$ cat config.mk
export PLATFORM = sky130hd
export DESIGN_NAME = tic_timer16
export DESIGN_NICKNAME = d
export VERILOG_FILES = /design/src/tic_pkg.sv /design/src/tic_tick_if.sv /design/src/tic_prescaler.sv /design/src/tic_timer16.sv
export SDC_FILE = /design/constraint.sdc
export NUM_CORES = 1
export LEC_CHECK = 0
export BUFFER_PORTS_ARGS = -buffer_cell sky130_fd_sc_hd__buf_2
export CAP_MARGIN = 20
export CELL_PAD_IN_SITES_DETAIL_PLACEMENT = 0
export CELL_PAD_IN_SITES_GLOBAL_PLACEMENT = 1
export CORE_MARGIN = 2
export CORE_UTILIZATION = 49
export CTS_CLUSTER_DIAMETER = 100
export DETAILED_ROUTE_END_ITERATION = 8
export GPL_ROUTABILITY_DRIVEN = 0
export PLACE_DENSITY_LB_ADDON = 0.1
export SETUP_SLACK_MARGIN = 0.05
export SLEW_MARGIN = 15
export SYNTH_ARGS = -nofsm -noshare
export SYNTH_HDL_FRONTEND = slang
export SYNTH_SLANG_ARGS = --single-unit
$ cat constraint.sdc
create_clock -name clk_sys -period 6.95 [get_ports clk_sys]
set_clock_uncertainty 0.2 [all_clocks]
set_input_delay 0.3475 -clock clk_sys [delete_from_list [all_inputs] [get_ports clk_sys]]
set_output_delay 0.3475 -clock clk_sys [all_outputs]
set_load 0.05 [all_outputs]
$ cat src/tic_pkg.sv
package tic_pkg;
   // register byte offsets
   localparam logic [7:0] OFF_CTRL     = 8'h00;
   localparam logic [7:0] OFF_PRELOAD  = 8'h04;
   localparam logic [7:0] OFF_PERIOD   = 8'h08;
   localparam logic [7:0] OFF_AUX      = 8'h0C;
   localparam logic [7:0] OFF_COUNTER  = 8'h10;
   localparam logic [7:0] OFF_SNAPSHOT = 8'h14;
   localparam logic [7:0] OFF_STATUS   = 8'h18;
   localparam logic [7:0] OFF_MASK     = 8'h1C;

   // control register fields
   localparam int CTRL_RUN_BIT   = 0;
   localparam int CTRL_SRC_LSB   = 1;
   localparam int CTRL_SRC_MSB   = 3;
   localparam int CTRL_CLRSEL_BIT = 4;
   localparam int CTRL_IRQSEL_BIT = 5;
   localparam int CTRL_WIDTH     = 6;
   localparam logic [5:0] CTRL_RESET = 6'h00;

   // status / mask layout
   localparam int ST_PERIOD_BIT = 0;
   localparam int ST_AUX_BIT    = 1;
   localparam int ST_WIDTH      = 2;
   localparam logic [1:0] ST_RESET   = 2'h0;
   localparam logic [1:0] MASK_RESET = 2'h0;

   localparam logic [15:0] CNT_RESET    = 16'h0000;
   localparam logic [15:0] CNT_FULL     = 16'hFFFF;
   localparam logic [15:0] CMP_ZERO     = 16'h0000;
   localparam logic [15:0] CMP_ONE      = 16'h0001;
   localparam logic [15:0] CMP_RESET    = 16'hFFFF;

   // count clock source select: bit 2 picks half-rate system clock, bits 1:0 the divider
   localparam int SRC_SYS_BIT = 2;
   localparam logic [1:0] DIV_1  = 2'h0;
   localparam logic [1:0] DIV_2  = 2'h1;
   localparam logic [1:0] DIV_4  = 2'h2;
   localparam logic [1:0] DIV_16 = 2'h3;
   localparam logic [3:0] MASK_DIV_1  = 4'h0;
   localparam logic [3:0] MASK_DIV_2  = 4'h1;
   localparam logic [3:0] MASK_DIV_4  = 4'h3;
   localparam logic [3:0] MASK_DIV_16 = 4'hF;

   localparam int CLK_SYS_PERIOD_NS = 100;
endpackage : tic_pkg

$ cat src/tic_tick_if.sv
`timescale 1ns/1ps
interface tic_tick_if;
   logic [2:0] src_sel;
   logic       run;
   logic       tick;
   modport core (output src_sel, output run, input tick);
   modport pre  (input src_sel, input run, output tick);
endinterface : tic_tick_if

$ cat src/tic_prescaler.sv
`timescale 1ns/1ps
module tic_prescaler (
   input  wire logic clk_sys,
   input  wire logic rst,
   input  wire logic osc_in,
   tic_tick_if.pre   tk
);
   logic       osc_q;
   logic       osc_prev_q;
   logic       half_q;
   logic [3:0] div_q;
   logic [3:0] div_d;
   logic       tick_q;
   logic [3:0] div_mask;
   logic       osc_fall;
   logic       sys_fall;
   logic       base;
   logic       div_hit;

   // counting happens on falling edges of the chosen source
   assign osc_fall = osc_prev_q & ~osc_q;
   assign sys_fall = half_q;
   assign base     = tk.src_sel[tic_pkg::SRC_SYS_BIT] ? sys_fall : osc_fall;
   assign div_mask = (tk.src_sel[1:0] == tic_pkg::DIV_1)  ? tic_pkg::MASK_DIV_1 :
                     (tk.src_sel[1:0] == tic_pkg::DIV_2)  ? tic_pkg::MASK_DIV_2 :
                     (tk.src_sel[1:0] == tic_pkg::DIV_4)  ? tic_pkg::MASK_DIV_4 :
                                                            tic_pkg::MASK_DIV_16;
   assign div_hit  = base & ((div_q & div_mask) == div_mask);
   assign div_d    = tk.run ? (base ? div_q + 4'h1 : div_q) : 4'h0;
   assign tk.tick  = tick_q;

   // tick is a one-cycle enable so the core stays on clk_sys
   always_ff @(posedge clk_sys or posedge rst) begin
      if (rst) begin
         osc_q      <= 1'b0;
         osc_prev_q <= 1'b0;
         half_q     <= 1'b0;
         div_q      <= 4'h0;
         tick_q     <= 1'b0;
      end else begin
         osc_q      <= osc_in;
         osc_prev_q <= osc_q;
         half_q     <= ~half_q;
         div_q      <= div_d;
         tick_q     <= tk.run & div_hit;
      end
   end

   chk_tick_one_cycle: assert property (
      @(posedge clk_sys) disable iff (rst)
      tick_q |=> !tick_q)
      else $error("count tick lasted more than one cycle");
endmodule : tic_prescaler

$ cat src/tic_timer16.sv
// Local design decisions: the register addresses and register access over APB.
`timescale 1ns/1ps
//  Contract
// - eight count sources: oscillator or half-rate system clock, divided 1, 2, 4, 16
// - up counter advances by one per selected count tick
// - preload write while stopped loads period compare and zeroes counter same cycle
// - counting only while run flag set, on count clock falling edge
// - preload write while running leaves counter untouched
// - on match, next tick reloads compare, sets flag, clears counter, keeps counting
// - clearing run flag stops counter and holds its value
// - period compare values zero and one give identical interrupt timing
// - two select flags choose match or overflow for interrupt and clear; clear on match also forces interrupt on match
// - aux compare match raises its own interrupt; clear follows chosen source
// - writing snapshot register captures the live counter value
module tic_timer16 (
   input  wire logic        clk_sys,
   input  wire logic        rst,
   input  wire logic        osc_in,
   input  wire logic        psel,
   input  wire logic        penable,
   input  wire logic        pwrite,
   input  wire logic [7:0]  paddr,
   input  wire logic [31:0] pwdata,
   input  wire logic [3:0]  pstrb,
   output logic [31:0]      prdata,
   output logic             pready,
   output logic             pslverr,
   output logic             irq
);
   logic [5:0]  ctrl_q;
   logic [5:0]  ctrl_d;
   logic [15:0] preload_q;
   logic [15:0] preload_d;
   logic [15:0] period_q;
   logic [15:0] period_d;
   logic [15:0] aux_q;
   logic [15:0] aux_d;
   logic [15:0] cnt_q;
   logic [15:0] cnt_d;
   logic [15:0] snap_q;
   logic [15:0] snap_d;
   logic [1:0]  status_q;
   logic [1:0]  status_d;
   logic [1:0]  mask_q;
   logic [1:0]  mask_d;
   logic [31:0] prdata_q;
   logic        pready_q;
   logic        pslverr_q;
   logic        irq_q;

   // bus decode
   logic        setup;
   logic        access;
   logic        wr_en;
   logic        sel_ctrl;
   logic        sel_preload;
   logic        sel_period;
   logic        sel_aux;
   logic        sel_counter;
   logic        sel_snapshot;
   logic        sel_status;
   logic        sel_mask;
   logic        mapped;
   logic [31:0] rd_mux;

   // timer core
   logic        run;
   logic        clear_select;
   logic        irq_select;
   logic        tick;
   logic        step;
   logic [15:0] period_eff;
   logic        match_period;
   logic        match_aux;
   logic        overflow;
   logic        clr_hit;
   logic        irq_hit;
   logic        preload_wr;
   logic        preload_wr_stopped;
   logic        snap_wr;
   logic [1:0]  events;
   logic [1:0]  w1c;

   tic_tick_if tk ();

   tic_prescaler u_prescaler (
      .clk_sys (clk_sys),
      .rst     (rst),
      .osc_in  (osc_in),
      .tk      (tk)
   );

   assign run          = ctrl_q[tic_pkg::CTRL_RUN_BIT];
   assign clear_select = ctrl_q[tic_pkg::CTRL_CLRSEL_BIT];
   assign irq_select   = ctrl_q[tic_pkg::CTRL_IRQSEL_BIT];
   assign tk.src_sel   = ctrl_q[tic_pkg::CTRL_SRC_MSB:tic_pkg::CTRL_SRC_LSB];
   assign tk.run       = run;
   assign tick         = tk.tick;
   assign step         = tick & run;

   assign setup        = psel & ~penable;
   assign access       = psel & penable & pready_q;
   assign wr_en        = access & pwrite;
   assign sel_ctrl     = paddr == tic_pkg::OFF_CTRL;
   assign sel_preload  = paddr == tic_pkg::OFF_PRELOAD;
   assign sel_period   = paddr == tic_pkg::OFF_PERIOD;
   assign sel_aux      = paddr == tic_pkg::OFF_AUX;
   assign sel_counter  = paddr == tic_pkg::OFF_COUNTER;
   assign sel_snapshot = paddr == tic_pkg::OFF_SNAPSHOT;
   assign sel_status   = paddr == tic_pkg::OFF_STATUS;
   assign sel_mask     = paddr == tic_pkg::OFF_MASK;
   assign mapped       = sel_ctrl | sel_preload | sel_period | sel_aux |
                         sel_counter | sel_snapshot | sel_status | sel_mask;

   assign rd_mux = sel_ctrl     ? {26'h000_0000, ctrl_q}   :
                   sel_preload  ? {16'h0000, preload_q}    :
                   sel_period   ? {16'h0000, period_q}     :
                   sel_aux      ? {16'h0000, aux_q}        :
                   sel_counter  ? {16'h0000, cnt_q}        :
                   sel_snapshot ? {16'h0000, snap_q}       :
                   sel_status   ? {30'h0000_0000, status_q} :
                   sel_mask     ? {30'h0000_0000, mask_q}   :
                                  32'h0000_0000;

   assign preload_wr         = wr_en & sel_preload;
   assign preload_wr_stopped = preload_wr & ~run;
   assign snap_wr            = wr_en & sel_snapshot & pstrb[0];

   // a zero compare behaves as one so both give the same request waveform
   assign period_eff   = (period_q == tic_pkg::CMP_ZERO) ? tic_pkg::CMP_ONE : period_q;
   assign match_period = cnt_q == period_eff;
   assign match_aux    = cnt_q == aux_q;
   assign overflow     = cnt_q == tic_pkg::CNT_FULL;
   assign clr_hit      = clear_select ? match_period : overflow;
   assign irq_hit      = (clear_select | irq_select) ? match_period : overflow;

   // match seen on the current value acts on the next tick
   assign events[tic_pkg::ST_PERIOD_BIT] = step & irq_hit;
   assign events[tic_pkg::ST_AUX_BIT]    = step & match_aux;
   assign w1c = (wr_en & sel_status & pstrb[0]) ? pwdata[1:0] : 2'h0;

   // set wins over a clear arriving in the same cycle
   genvar gi;
   generate
      for (gi = 0; gi < tic_pkg::ST_WIDTH; gi++) begin : g_status
         assign status_d[gi] = events[gi] | (status_q[gi] & ~w1c[gi]);
      end
   endgenerate

   assign ctrl_d = (wr_en & sel_ctrl & pstrb[0]) ? pwdata[5:0] : ctrl_q;
   assign mask_d = (wr_en & sel_mask & pstrb[0]) ? pwdata[1:0] : mask_q;
   assign aux_d  = (wr_en & sel_aux) ?
                   {pstrb[1] ? pwdata[15:8] : aux_q[15:8], pstrb[0] ? pwdata[7:0] : aux_q[7:0]} : aux_q;
   // byte halves land independently; software completes both before a reload
   assign preload_d = preload_wr ?
                   {pstrb[1] ? pwdata[15:8] : preload_q[15:8], pstrb[0] ? pwdata[7:0] : preload_q[7:0]} :
                   preload_q;
   assign snap_d = snap_wr ? cnt_q : snap_q;

   always_comb begin
      cnt_d    = cnt_q;
      period_d = period_q;
      if (step) begin
         if (clr_hit) begin
            cnt_d    = tic_pkg::CNT_RESET;
            period_d = preload_q;
         end else begin
            cnt_d = cnt_q + 16'h0001;
         end
      end
      if (preload_wr_stopped) begin
         period_d = preload_d;
         cnt_d    = tic_pkg::CNT_RESET;
      end
   end

   always_ff @(posedge clk_sys or posedge rst) begin
      if (rst) begin
         ctrl_q    <= tic_pkg::CTRL_RESET;
         preload_q <= tic_pkg::CMP_RESET;
         period_q  <= tic_pkg::CMP_RESET;
         aux_q     <= tic_pkg::CMP_RESET;
         cnt_q     <= tic_pkg::CNT_RESET;
         snap_q    <= tic_pkg::CNT_RESET;
         status_q  <= tic_pkg::ST_RESET;
         mask_q    <= tic_pkg::MASK_RESET;
      end else begin
         ctrl_q    <= ctrl_d;
         preload_q <= preload_d;
         period_q  <= period_d;
         aux_q     <= aux_d;
         cnt_q     <= cnt_d;
         snap_q    <= snap_d;
         status_q  <= status_d;
         mask_q    <= mask_d;
      end
   end

   // read data sampled in setup so the access phase finishes without wait
   always_ff @(posedge clk_sys or posedge rst) begin
      if (rst) begin
         prdata_q  <= 32'h0000_0000;
         pready_q  <= 1'b0;
         pslverr_q <= 1'b0;
         irq_q     <= 1'b0;
      end else begin
         prdata_q  <= (setup & ~pwrite) ? rd_mux : prdata_q;
         pready_q  <= setup;
         pslverr_q <= setup & ~mapped;
         irq_q     <= |(status_d & mask_d);
      end
   end

   assign prdata  = prdata_q;
   assign pready  = pready_q;
   assign pslverr = pslverr_q;
   assign irq     = irq_q;

   chk_stop_load_clear: assert property (
      @(posedge clk_sys) disable iff (rst)
      preload_wr_stopped |=> (cnt_q == 16'h0000) && (period_q == preload_q))
      else $error("stopped preload write did not load compare and clear counter");

   chk_run_preload_keep: assert property (
      @(posedge clk_sys) disable iff (rst)
      (preload_wr && run && !step) |=> cnt_q == $past(cnt_q))
      else $error("running preload write disturbed the counter");

   chk_count_step_one: assert property (
      @(posedge clk_sys) disable iff (rst)
      (step && !clr_hit && !preload_wr_stopped) |=> cnt_q == $past(cnt_q) + 16'h0001)
      else $error("counter did not advance by one on a tick");

   chk_stop_hold_value: assert property (
      @(posedge clk_sys) disable iff (rst)
      (!run && !preload_wr_stopped) |=> cnt_q == $past(cnt_q))
      else $error("counter moved while stopped");

   chk_match_reload_clear: assert property (
      @(posedge clk_sys) disable iff (rst)
      (step && clr_hit && !preload_wr_stopped) |=> (cnt_q == 16'h0000) && (period_q == $past(preload_q)))
      else $error("match tick did not clear counter and reload compare");

   chk_period_flag_set: assert property (
      @(posedge clk_sys) disable iff (rst)
      (step && irq_hit) |=> status_q[0])
      else $error("period request flag not set on its tick");

   chk_source_select: assert property (
      @(posedge clk_sys) disable iff (rst)
      (step && !clear_select && !irq_select && match_period && !overflow) |=> !$rose(status_q[0]))
      else $error("overflow mode raised a request on compare match");

   chk_aux_flag_set: assert property (
      @(posedge clk_sys) disable iff (rst)
      (step && match_aux) |=> status_q[1])
      else $error("aux compare request flag not set");

   chk_snapshot_capture: assert property (
      @(posedge clk_sys) disable iff (rst)
      snap_wr |=> snap_q == $past(cnt_q))
      else $error("snapshot write did not capture the counter");

   chk_zero_as_one: assert property (
      @(posedge clk_sys) disable iff (rst)
      (step && period_q == 16'h0000 && cnt_q == 16'h0001 && clear_select) |=> cnt_q == 16'h0000)
      else $error("compare zero not treated like compare one");

   chk_no_step_stopped: assert property (
      @(posedge clk_sys) disable iff (rst)
      !run |=> !tick)
      else $error("count tick produced while run flag clear");

   chk_irq_follows: assert property (
      @(posedge clk_sys) disable iff (rst)
      (|(status_q & mask_q)) && !(wr_en && (sel_status || sel_mask)) |-> irq_q)
      else $error("interrupt low while an unmasked flag is set");

   chk_ready_after_setup: assert property (
      @(posedge clk_sys) disable iff (rst)
      setup |=> pready_q)
      else $error("no ready in the cycle after setup");

   chk_ready_one_cycle: assert property (
      @(posedge clk_sys) disable iff (rst)
      pready_q |=> !pready_q)
      else $error("ready held longer than one cycle");

   chk_err_unmapped: assert property (
      @(posedge clk_sys) disable iff (rst)
      (setup && !mapped) |=> pslverr_q)
      else $error("unmapped access gave no error response");

   chk_err_mapped: assert property (
      @(posedge clk_sys) disable iff (rst)
      (setup && mapped) |=> !pslverr_q)
      else $error("mapped access gave an error response");

   chk_read_counter: assert property (
      @(posedge clk_sys) disable iff (rst)
      (setup && !pwrite && sel_counter) |=> prdata_q == {16'h0000, $past(cnt_q)})
      else $error("counter read did not return the live count");

   chk_prdata_hold: assert property (
      @(posedge clk_sys) disable iff (rst)
      !(setup && !pwrite) |=> prdata_q == $past(prdata_q))
      else $error("read data changed outside a read setup");

   chk_ctrl_write: assert property (
      @(posedge clk_sys) disable iff (rst)
      (wr_en && sel_ctrl && pstrb[0]) |=> ctrl_q == 6'($past(pwdata)))
      else $error("control write did not land");

   chk_status_w1c: assert property (
      @(posedge clk_sys) disable iff (rst)
      (w1c[0] && !events[0]) |=> !status_q[0])
      else $error("write one did not clear the period flag");

   chk_flag_sticky: assert property (
      @(posedge clk_sys) disable iff (rst)
      (status_q[1] && !w1c[1]) |=> status_q[1])
      else $error("aux flag dropped without a clear");

   chk_overflow_wrap: assert property (
      @(posedge clk_sys) disable iff (rst)
      (step && !clear_select && overflow) |=> cnt_q == 16'h0000)
      else $error("overflow tick did not clear the counter");

   chk_irqsel_no_clear: assert property (
      @(posedge clk_sys) disable iff (rst)
      (step && !clear_select && irq_select && match_period && !overflow) |=> cnt_q == $past(cnt_q) + 16'h0001)
      else $error("match cleared the counter in overflow clear mode");

   chk_period_hold: assert property (
      @(posedge clk_sys) disable iff (rst)
      (!step && !preload_wr_stopped) |=> period_q == $past(period_q))
      else $error("period compare changed without reload");

   chk_snap_hold: assert property (
      @(posedge clk_sys) disable iff (rst)
      !snap_wr |=> snap_q == $past(snap_q))
      else $error("snapshot changed without a write");
endmodule : tic_timer16

==> results of run 1 <==
==> flip-flops by register name (all words and copies together), names as in the netlist, 2 cells and up <==
register	cells
mask_q	2
u_prescaler.div_q	4
preload_q	16
period_q	16
prdata	16
status_q	2
ctrl_q	6
snap_q	16
aux_q	16
cnt_q	16
==> placed cells by master, fill, tap and decap left out, types with 10 or more instances in the layout <==
cell type | Yosys | routed
sky130_fd_sc_hd__mux2i_1 | 10 | 10
sky130_fd_sc_hd__xor2_1 | 10 | 10
sky130_fd_sc_hd__dlygate4sd3_1 | 0 | 14
sky130_fd_sc_hd__buf_2 | 20 | 50
sky130_fd_sc_hd__clkbuf_16 | 0 | 17
sky130_fd_sc_hd__dfstp_2 | 48 | 48
sky130_fd_sc_hd__nand3_1 | 14 | 14
sky130_fd_sc_hd__mux2_2 | 82 | 82
sky130_fd_sc_hd__nand2_1 | 42 | 42
sky130_fd_sc_hd__inv_1 | 14 | 13
sky130_fd_sc_hd__nor2_1 | 43 | 43
sky130_fd_sc_hd__xnor2_1 | 36 | 36
sky130_fd_sc_hd__a21oi_1 | 14 | 14
sky130_fd_sc_hd__nor3_1 | 16 | 16
sky130_fd_sc_hd__nor2b_1 | 11 | 11
sky130_fd_sc_hd__nand4_1 | 15 | 15
sky130_fd_sc_hd__conb_1 | 1 | 16
sky130_fd_sc_hd__dfrtp_1 | 69 | 69
sky130_fd_sc_hd__o21ai_0 | 20 | 20
==> worst min-delay path by stage <==
stage	start	to	slack [ps]
2_1_floorplan	u_prescaler.osc_q	u_prescaler.osc_prev_q	150
3_3_place_gp	u_prescaler.osc_q	u_prescaler.osc_prev_q	170
3_5_place_dp	u_prescaler.osc_q	u_prescaler.osc_prev_q	170
4_1_cts	pwdata[2]	preload_q[2]	2
5_1_grt	pwdata[4]	aux_q[4]	20
6_report	pwdata[5]	ctrl_q[5]	20
==> worst register-to-register path: cells and delay by family, from the launching register on <==
kind / cells / cell delay (ps)
AO/OA/AOI/OAI: 1 / 260
XOR/XNOR: 1 / 200
buffers and inverters: 1 / 380
flip-flops: 1 / 600
multiplexers: 1 / 430
AND/OR/NAND/NOR: 2 / 720
==> report_power, final <==
group	leakage, nW	switching, mW	total, mW	internal (mW)
Clock	0.270	0.294	0.828	0.534
Combinational	1.57	0.137	0.229	0.0921
Sequential	1.38	0.0655	0.781	0.716
Total	3.23	0.497	1.84	1.34
==> final cells by class <==
class                      count  area share
tap                          176     0.02931
clock inverter                 6     0.01066
clock buffer                  26     0.06245
multi-input combinational    449      0.4371
timing repair buffer          67     0.05495
inverter                      15    0.007827
sequential                   117      0.3977
==> repair_timing <==
item                                   CTS  global route
hold buffers                            14             0
setup buffers                            0             0
endpoints found under the hold margin   71             0
==> per-layer routing <==
layer	routed length, um	share of wire	up-vias	global-route usage
met5	0	0	-	0
met4	263	0.014	0	0.07426
met3	1147	0.063	21	0.06321
met2	9002	0.49	214	0.4329
met1	7784	0.43	2514	0.3537
li1	-	-	2302	-
==> stage by stage <==
stage          cells  instance area [sq um]
5_1_grt          856                   7513
6_report         856                   7513
3_5_place_dp     810                   6824
4_1_cts          856                   7513
2_1_floorplan    641                   6646
3_3_place_gp     810                   6824
==> kinds of logic after synthesis <==
group,count (synthesis)
DFF,117
and+or+nand+nor,182
adders and majority gates,2
AOI/OAI and AO/OA,109
muxes,94
other,1
buffers and inverters,75
xor gates and xnor gates,46
==> summary by stage, run 1 <==
Status
The run finished with clean final reports.

Finish
The number of nets in the final layout is 719. The number of antenna diodes is 0. The signed area change from the synthesized netlist to the final layout is 14.01%.

The number of fillers in the final layout is 1,172. The ratio of cells with drive above 1 in the final layout is 0.3279. The final design utilization is 0.5696. The area of the multi-input gates is 3284 sq um. Across the whole layout, storage elements account for 2988 sq um.

Timing
The worst pin sits at a relative slew slack of 0.3446. Setup repair after global routing left no endpoint under its margin. Setup slack closes at 3774 ps. Summed over all failing endpoints, the final setup total negative slack is 0 ps. The actual transition at the worst max-transition pin is 983.0 ps. The number of setup violations in the final report is 0.

The final hold slack is 19.44 ps. In the finished design, the share of the clock period the worst path needs comes to 0.4569. The number of max-slew violations in the final report is 0. The shortest clock period the worst path allows after layout is 3176 ps. The hold violation count in the final report is 0. The maximum achievable frequency is 314.9 MHz.

Worst setup path
The cell repeated most along the worst path is sky130_fd_sc_hd__mux2_2. The data required time of the critical path is 7090 ps. Traced cell by cell, the critical path runs through buf_2 > nor4b_2 > and4_1 > nand2_1 > mux2_2 > mux2_2. In this run the register-to-register setup slack is 4090 ps.

The kind of cell adding the most delay to the critical path is simple AND/OR/NAND/NOR gates. The type of the worst setup path is input pin to register. The source of the critical timing path is paddr[2]. The endpoint of the worst setup timing path is period_q[4]. For the worst setup path, the data arrival time is 3320 ps. In this design, the stage delay of the slowest critical-path cell is 730 ps. STA classifies the critical path startpoint as an input pin. Counting both buffers and inverters, the worst setup path holds a total of 1. The kind of capture point of the worst setup path is a register. The startpoint identified for the worst register-to-register timing path is cnt_q[2]. Among all stages on the critical path, the largest delay is contributed by sky130_fd_sc_hd__buf_2. In this run the critical register-to-register path is captured at period_q[15]. The depth of the worst register-to-register path is 6.

The critical path depth is 6. The maximum fanout along the worst path is 50.

CTS
The total number of H-tree levels is 4. The CTS buffer count is 17. In this run, post-CTS repair resized a total of 0 instances. Clock latency on the worst-skew pair, taken at its later pin, is 420 ps. The number of buffers between clock root and the deepest sink is 2.

The clock sink count is 117. The clock edge transition at the registers on the reported setup and hold paths is 50 ps. TritonCTS built the clock tree. The root buffer cell chosen for the clock tree is sky130_fd_sc_hd__clkbuf_16.

Place
The number of input and output port buffers inserted is 50. The post-DP HPWL is 12.77 mm. At the placement stage, the worst setup path has a slack of 3416 ps.

Global routing
The total overflow reported by the global router is 0. The overall fraction of global-route tracks in use is 0.2654. The via count of the first global-routing pass came to 4,938. The largest net degree at the start of global routing is 72. The first global-routing pass estimated 28.69 mm of wire.

The number of antenna violations at the first check in global routing came to 0.

Route
Dividing the detail-routed via count by the number of cells gives 5.901. The violation count after the first detailed-route iteration is 372. The routed layout has 5,051 vias.

The number of iterations in the first detailed-routing pass is 5. After detailed routing, the number of remaining DRC violations is 0. The number of routed nets with antenna violations is 0. The final layout contains routed wiring with a total length of 18.20 mm. In the final routed layout, each cell accounts on average for 21.26 um.

Floorplanning
For this design the top-level I/O count stands at 85. The die is 120.0 um tall. The core region is 13,190 sq um. The die covers 14,390 sq um. The initialized floorplan defines 42 standard-cell rows. The horizontal extent of the die is 120.0 um. For this configuration, the core starts out at a cell density of 0.4996.

Synth
The Yosys warning count is 0. The simple-gate area share of the yosys netlist is 0.1439. The combinational family with the most area after synthesis is multiplexers. The portion of synthesized area spent on multiplexers is 0.1610.

Of the total synthesized cell area, the portion taken by XOR and XNOR cells is 0.06114. The sequential element share of the synthesized area is 0.4534. The mean area per synthesized cell is 10.53 sq um. Yosys mapped a number of flops with a built-in enable equal to 0. Of the total synthesized cell area, the portion taken by full adders, half adders and majority gates is 0.003797. The dominant cell by count in the synthesized netlist is sky130_fd_sc_hd__mux2_2. The share of synthesized area in the top cell type comes to 0.2620. The fraction of registers with async set/reset is 1.000. The post-synthesis compound-gate area fraction is 0.1194. After synthesis, the cell types taking the most area are sky130_fd_sc_hd__dfrtp_1 (26%), sky130_fd_sc_hd__dfstp_2 (19%), sky130_fd_sc_hd__mux2_2 (14%), sky130_fd_sc_hd__xnor2_1 (4.8%), sky130_fd_sc_hd__nor2_1 (2.4%). The count of state elements after synthesis is 117. The synthesized design spends more area on one cell type than any other, namely sky130_fd_sc_hd__dfrtp_1. Summing every instance area after synthesis gives 6590 sq um. By count the netlist is led by sky130_fd_sc_hd__mux2_2 (82), sky130_fd_sc_hd__dfrtp_1 (69), sky130_fd_sc_hd__dfstp_2 (48).

The post-synthesis cell type count is 71. The number of instances in the synthesized netlist is 626. The most used flip-flop cell after synthesis is sky130_fd_sc_hd__dfrtp_1.

Worst hold path
The worst hold path was traced through 2 stages. The worst hold path belongs to the class input pin to register.

Pwr
The leakage power total is 3.228 nW. Total power for the finished layout comes to 1.839 mW. The power per cell area is 244.7 nW/um^2.

IR analysis of the VDD net gives a maximum drop of 0.1772 mV.

Flow run
The tool flagged a number of max-cap violations equal to 0.
Note: power is estimated with default switching activity, not from simulation.
==> run 2: changes to the inputs <==
--- a/config.mk
+++ b/config.mk
@@ -10,7 +10,7 @@
 export CELL_PAD_IN_SITES_DETAIL_PLACEMENT = 0
 export CELL_PAD_IN_SITES_GLOBAL_PLACEMENT = 1
 export CORE_MARGIN = 2
-export CORE_UTILIZATION = 49
+export CORE_UTILIZATION = 41
 export CTS_CLUSTER_DIAMETER = 100
 export DETAILED_ROUTE_END_ITERATION = 8
 export GPL_ROUTABILITY_DRIVEN = 0
==> constraint.sdc (replaced) <==
create_clock -name clk_sys -period 2.6 [get_ports clk_sys]
set_clock_uncertainty 0.2 [all_clocks]
set_input_delay 0.13 -clock clk_sys [delete_from_list [all_inputs] [get_ports clk_sys]]
set_output_delay 0.13 -clock clk_sys [all_outputs]
set_load 0.05 [all_outputs]
==> run 2 against run 1 <==
  * Combinational power increased to 3.5 times the previous value
  * Highest routed layer unchanged
  * Final area rose by 9.2%
  * Via count increased by 4.3%
  * Utilization shrank 4.9 points
  * Wire length increased by 10%
==> summary by stage, run 2 (same netlist as run 1, synthesis figures left out) <==
Floorplanning
The number of I/O pins is 85. The area enclosed by the die boundary is 17,100 sq um. The floorplan core area is 15,770 sq um. The die span in y is 130.8 um. The horizontal extent of the die is 130.8 um. The number of cell rows is 46. For this configuration, the core starts out at a cell density of 0.4179.

Worst setup path
For this design, the slowest cell found on the critical path is sky130_fd_sc_hd__dfstp_2. The arrival time of data at the critical path endpoint is 2630 ps. Broken down by cell family, the worst path's largest delay share belongs to compound AO/OA/AOI/OAI gates. For this run, the slowest stage of the critical path takes 410 ps. For the worst setup path, the data required time is 2750 ps.

The critical path goes through nor4_1 > a41oi_1 > xor2_1 > a41o_4 > clkbuf_16 > mux2_2. STA classifies the critical path startpoint as a register. STA classifies the critical path endpoint as a register. The type of the worst setup path is register to register.

The number of buffers and inverters on the critical path is 1. The maximum fanout along the worst path is 7.

CTS
After clock tree synthesis, the clock-pin slew on the worst setup and hold paths is 60 ps. Clock latency on the worst-skew pair, taken at its later pin, is 420 ps. The clock sink count is 117. The total number of H-tree levels is 4. CTS placed an instance of sky130_fd_sc_hd__clkbuf_16 at the clock tree root. TritonCTS built the clock tree. Clock tree synthesis inserted a total of 17 buffers.

Counting along the longest clock path gives a buffer depth of 2.

Timing
Static timing analysis puts the maximum clock frequency at 402.2 MHz. Setup repair after global routing left no endpoint under its margin. The number of max-slew violations in the final report is 0. The shortest clock period the worst path allows after layout is 2486 ps.

Of the available clock period, the critical path in the final layout requires 0.9563. The worst-case headroom to the max-slew limit is 0.5030. Setup violations remaining at the end of the flow were counted as 0. The sum of negative setup slack is 0 ps. The hold violation count in the final report was 0. The actual transition at the worst max-transition pin is 726.7 ps.

Route
The final routed wirelength across all metal layers is 20.03 mm. After detailed routing, the number of vias per cell comes to 5.504. The number of iterations in the first detailed-routing pass is 5.

Once detail routing completed, the nets flagged for antenna violations numbered 0. The violation count after the first detailed-route iteration is 305. The wire length per cell is 20.93 um.

Detailed routing inserted a total of 5,267 vias. In the routed design, unresolved DRC markers number 0.

Global routing
The number of antenna violations at the first check in global routing is 0. The via count of the first global-routing pass came to 5,348. The largest net degree at the start of global routing is 44. The first-pass GRT wire length is 30.47 mm. The overall fraction of global-route tracks in use is 0.2433. The total overflow reported by the global router is 0.

Finish
The final design utilization is 0.5204. Leaving out fill and tap cells, the most frequent cells in the layout are sky130_fd_sc_hd__mux2_2 (82), sky130_fd_sc_hd__dfrtp_1 (68), sky130_fd_sc_hd__buf_4 (52). The number of antenna diodes is 0.

The total non-filler cell area in the finished layout is 8207 sq um. The most common cell after layout, fill and taps aside is sky130_fd_sc_hd__mux2_2. The signed area change from the synthesized netlist to the final layout is 24.53%. In the final layout, the share of cells above drive strength 1 is 0.3927. The number of nets in the final layout is 780.

Worst hold path
The path class of the tightest hold or removal check is input pin to register.

Pwr
The leakage power total is 3.563 nW. The peak supply drop is 0.4570 mV. Dividing total power by cell area gives a power density of 635.9 nW/um^2.

Status
The run finished with clean final reports.

Place
Once placement finished, the instance area stood at 7258 sq um. Port buffering added 50 buffers. The post-DP HPWL is 14.54 mm.

Flow run
The tool flagged a number of max-cap violations equal to 0.
## run 2: stage by stage
stage	power (mW)	setup WS (ps)	hold WS, ps	instances
global placement	2.799	46.43	3.877	896
finish	5.218	113.6	16.42	957
floorplan	2.572	187.2	-38.57	641
CTS	5.266	88.26	11.13	948
global route	5.441	45.37	32.47	957
detailed placement	2.814	111.0	7.710	896
## run 2: report_power, final
| group | switching, mW | internal [mW] |
|---|---|---|
| Combinational | 0.462 | 0.329 |
| Clock | 0.897 | 1.51 |
| Sequential | 0.107 | 1.91 |
## run 2: final timing paths
kind	from	endpoint	slack, ps	depth (start not counted)
worst max-delay path	period_q[9]	period_q[3]	110	6
worst min-delay path	pwrite	prdata[0]	20	5
worst max register to register	period_q[9]	period_q[3]	110	6
worst min register to register	u_prescaler.osc_q	u_prescaler.osc_prev_q	190	0
max in group asynchronous	rst	cnt_q[10]	1390	4
min in group asynchronous	rst	pready	120	3
## run 2: area by class of cell
| cell class | count | area [sq um] |
|---|---|---|
| timing repair buffer | 128 | 970.9 |
| tap | 216 | 270.3 |
| sequential | 117 | 2989 |
| clock buffer | 17 | 425.4 |
| clock inverter | 15 | 178.9 |
| fill | 1483 | 7564 |
| multi-input combinational | 449 | 3312 |
| inverter | 15 | 60.06 |
## run 2: per-layer routing
metal | part of all wire | track usage
met1 | 0.43 | 0.3056
met2 | 0.50 | 0.4099
met3 | 0.047 | 0.05700
met4 | 0.024 | 0.09136
met5 | 0 | 0
## run 2: worst min-delay path, delay by kind of cell
family,cells,cell delay [ps]
buffers and inverters,2,250
and+or+nand+nor,3,200
## run 2: what timing repair did
item	in CTS	in global routing
endpoints found under the setup margin	0	15
hold endpoints to repair	118	0
buffers inserted	0	7
hold buffers	20	0
gates resized for setup	0	5
==> run 3: changes to the inputs <==
--- a/config.mk
+++ b/config.mk
@@ -5,7 +5,7 @@
 export SDC_FILE = /design/constraint.sdc
 export NUM_CORES = 1
 export LEC_CHECK = 0
-export BUFFER_PORTS_ARGS = -buffer_cell sky130_fd_sc_hd__buf_2
+export BUFFER_PORTS_ARGS = -buffer_cell sky130_fd_sc_hd__buf_4
 export CAP_MARGIN = 20
 export CELL_PAD_IN_SITES_DETAIL_PLACEMENT = 0
 export CELL_PAD_IN_SITES_GLOBAL_PLACEMENT = 1
@@ -14,9 +14,10 @@
 export CTS_CLUSTER_DIAMETER = 100
 export DETAILED_ROUTE_END_ITERATION = 8
 export GPL_ROUTABILITY_DRIVEN = 0
-export PLACE_DENSITY_LB_ADDON = 0.1
+export PLACE_DENSITY_LB_ADDON = 0.3
 export SETUP_SLACK_MARGIN = 0.05
 export SLEW_MARGIN = 15
 export SYNTH_ARGS = -nofsm -noshare
 export SYNTH_HDL_FRONTEND = slang
+export SYNTH_HIERARCHICAL = 1
 export SYNTH_SLANG_ARGS = --single-unit
==> run 3 against run 2 <==
  * Count of clock-buffer cells in the layout rose by 5
  * Non-clock buffer count fell by 9
  * Maximum frequency fell by 2.7%
  * Die area fell by 4.0%
  * Largest power group unchanged
  * Global-route usage fell by 1.9 points
==> summary by stage, run 3 <==
Status
The flow ran to the end, and the final reports show no timing, DRC or antenna violations.

Synth
The biggest area contributor in the post-synthesis netlist is sky130_fd_sc_hd__dfrtp_1. By count the netlist is led by sky130_fd_sc_hd__mux2_2 (86), sky130_fd_sc_hd__dfrtp_1 (69), sky130_fd_sc_hd__nand2_1 (52). During synthesis, Yosys emitted a total of 6 warnings. Counting flops with an async set or reset pin after synthesis yields a share of 1.000.

The netlist uses 64 different library cells. sky130_fd_sc_hd__mux2_2 is the most common cell in the netlist. The synthesized netlist occupies a cell area of 6316 sq um. The most used flip-flop cell after synthesis is sky130_fd_sc_hd__dfrtp_1.

The average instance in the mapped netlist occupies 10.97 sq um. The cell count after synthesis came out at 576. Yosys attributes the largest share of cell area to sky130_fd_sc_hd__dfrtp_1 (27%), sky130_fd_sc_hd__dfstp_2 (20%), sky130_fd_sc_hd__mux2_2 (15%), sky130_fd_sc_hd__xnor2_1 (4.3%), sky130_fd_sc_hd__nand2_1 (3.1%). Synthesis inferred 117 register bits. In this run, synthesis inferred 0 flip-flops with an integrated enable. The sequential element share of the synthesized area is 0.4731. Of the post-synthesis cell area, the dominant cell type holds 0.2734.

Floorplanning
The area enclosed by the die boundary is 16,410 sq um. For this configuration, the core starts out at a cell density of 0.4170. The die is 128.1 um wide. Measured along the y axis, the die boundary spans 128.1 um. 85 I/O pins were placed. The number of cell rows is 45. The region available for standard cell placement spans 15,150 sq um.

CTS
Counting every sink on the clock net gives 117. After clock tree synthesis, the clock-pin slew on the worst setup and hold paths is 60 ps. The CTS tree is built.

The H-tree was split into 4 levels. The root buffer cell is sky130_fd_sc_hd__clkbuf_16. At the later pin of the worst-skew pair, clock insertion delay measures 420 ps.

The longest clock path from root to sink contains 2 buffers. The CTS buffer count is 17.

Worst setup path
The kind of cell adding the most delay to the critical path is compound AO/OA/AOI/OAI gates. The depth of the worst register-to-register path is 8. The reg-to-reg setup timing slack is 50 ps. On the worst path, the slowest cell contributes a delay of 370 ps. The kind of capture point of the worst setup path is a register.

The startpoint identified for the worst register-to-register timing path is period_q[2]. The type of the worst setup path is register to register. In this run the worst path has a maximum fanout of 8.

Walking the worst path, the cells encountered are buf_4 > nor4_1 > a41oi_2 > xor2_2 > nand3_4 > o21ai_4 > clkbuf_16 > mux2_2. The arrival time of data at the critical path endpoint is 2700 ps. The kind of start point of the critical path is a register.

The data required time of the critical path is 2740 ps. The cell with the biggest individual delay on the critical path is sky130_fd_sc_hd__dfstp_2. The critical path contains buffers and inverters numbering 2 combined. The destination of the worst register-to-register timing path is period_q[1].

Pwr
The internal power consumption is 3.304 mW. The power per cell area is 546.7 nW/um^2. Summed over all cells, the static leakage comes to 3.521 nW.

Summed over all nets, the switching power comes to 1.073 mW. The portion of total power attributed to sequential cells is 0.423. The net switching share of the total power is 0.2452. IR analysis of the VDD net gives a maximum drop of 0.4702 mV. The total chip power is 4.377 mW.

The share of total power dissipated in the clock network is 0.502. The part of the total power dissipated in combinational logic is 0.075.

Timing
Of the available clock period, the critical path in the final layout requires 0.9826. Subtracting the final worst setup slack from the clock period gives 2555 ps. The actual transition at the worst max-transition pin is 764.4 ps. In this run the tightest slew margin relative to its limit is 0.4904.

The number of max-slew violations in the final report came to 0. Setup repair after global routing could not meet its margin everywhere. The number of setup violations in the final report is 0. The hold violation count in the final report came to 0. The final hold slack is 14.94 ps. Derived from the worst setup path, the maximum achievable clock frequency is 391.4 MHz.

Worst hold path
The class of the most critical hold timing path is input pin to register. The endpoint of the worst hold-timing path is pready. Counting instances, the worst hold path has a depth of 3.

The startpoint of the most critical hold path is penable.

Finish
After the last flow step, the layout net total stands at 728. In the layout the commonest cells are sky130_fd_sc_hd__buf_4 (91), sky130_fd_sc_hd__mux2_2 (77), sky130_fd_sc_hd__dfrtp_1 (69). The signed area change from the synthesized netlist to the final layout is 26.76%.

The final design utilization is 0.5286. The number of fillers in the final layout is 1,299. Leaving out fill and tap cells, the most frequent cell in the layout is sky130_fd_sc_hd__buf_4. The ratio of cells with drive above 1 in the final layout is 0.4180. The number of antenna diodes is 0.

Flow run
The reported max-cap violation count is 0.

Global routing
The number of antenna violations at the first check in global routing came to 0. The total overflow reported by the global router is 0. In the global route stage, overall resource usage came out at 0.2246. The first-pass GRT wire length is 27.78 mm. The via count of the first global-routing pass is 4,875. The largest net degree at the start of global routing is 63.

Route
The first TritonRoute pass finished after 5 iterations. The number of design rule violations left after detail routing is 0. Summed over all layers, the routed wires come to 17.80 mm.

The routed via count is 4,868. The number of routed nets with antenna violations is 0. The via density per instance is 5.551. The violation count after the first detailed-route iteration is 433. Dividing the detail-routed wire length by the instance count gives 20.30 um.

Place
The post-DP HPWL is 12.87 mm. The number of input and output port buffers inserted is 50.
run 3: cell types whose count changed after synthesis, sizes merged, moves of 6 or more:
cell and change:
inv -8, nor3 -6, nand2 +12, nor2 -15, and3 +12, a222oi +6
buf -12
run 3: layer usage:
metal | share of wire | track usage | vias to the layer above
li1 | - | - | 2251
met1 | 0.48 | 0.3195 | 2463
met5 | 0 | 0 | -
met2 | 0.47 | 0.3451 | 126
met3 | 0.037 | 0.04007 | 28
met4 | 0.019 | 0.08080 | 0
run 3: how the worst max path moves through the flow:
stage	endpoint	cells past startpoint	slack [ps]	from
2_1_floorplan	period_q[0]	8	110	cnt_q[2]
3_3_place_gp	period_q[7]	6	120	paddr[4]
3_5_place_dp	period_q[1]	6	90	paddr[4]
4_1_cts	period_q[1]	7	80	paddr[6]
5_1_grt	cnt_q[3]	8	-20	period_q[2]
6_report	period_q[1]	8	50	period_q[2]
run 3: worst min-delay path, cell delays in order:
cell and delay, ps:
sky130_fd_sc_hd__buf_4 90, sky130_fd_sc_hd__nand2b_1 250, sky130_fd_sc_hd__inv_1 100
run 3: kinds of logic (layout without fill, tap and decap cells):
| family | after synthesis | after routing | synth area share |
|---|---|---|---|
| AND/OR/NAND/NOR | 175 | 175 | 0.1476 |
| flip-flops | 117 | 117 | 0.4731 |
| multiplexers | 95 | 95 | 0.1716 |
| AO/OA/AOI/OAI | 84 | 84 | 0.09489 |
| buffers and inverters | 59 | 157 | 0.04873 |
| XOR/XNOR | 43 | 43 | 0.05963 |
| adder cells (fa/ha/maj) | 2 | 2 | 0.003961 |
| other | 1 | 16 | 0.0005937 |
run 3: what timing repair did:
action,CTS,global route
resized for setup,0,22
buffers inserted,0,3
hold endpoints to repair,132,0
hold buffers,25,0
setup endpoints to repair,0,28
run 3: final cells by class:
type / instances / area (sq um) / area share
inverters: 6 / 26.28 / 0.003282
repair buffers: 119 / 998.5 / 0.1247
clock buffers: 22 / 496.7 / 0.06204
well taps: 188 / 235.2 / 0.02938
multi-input cells: 415 / 3191 / 0.3985
flip-flops and latches: 117 / 2988 / 0.3732
clock inverters: 10 / 71.32 / 0.008908
run 3: stage by stage:
stage | cells | area, sq um | setup slack (ps) | TNS, ps
after global routing | 877 | 8006 | -20.70 | -96.39
after global placement | 816 | 7027 | 116.8 | 0
after CTS | 873 | 7845 | 77.52 | 0
after floorplan | 591 | 6376 | 113.2 | 0
after detailed placement | 816 | 7027 | 87.89 | 0
final | 877 | 8006 | 45.17 | 0
run 3: power by group through the flow:
stage	combinational (mW)	sequential [mW]	clock (mW)
finish	0.327	1.85	2.20
global route	0.351	1.85	2.32
CTS	0.326	1.85	2.23
detailed placement	0.296	1.88	0
global placement	0.294	1.88	0
floorplan	0.159	1.92	0
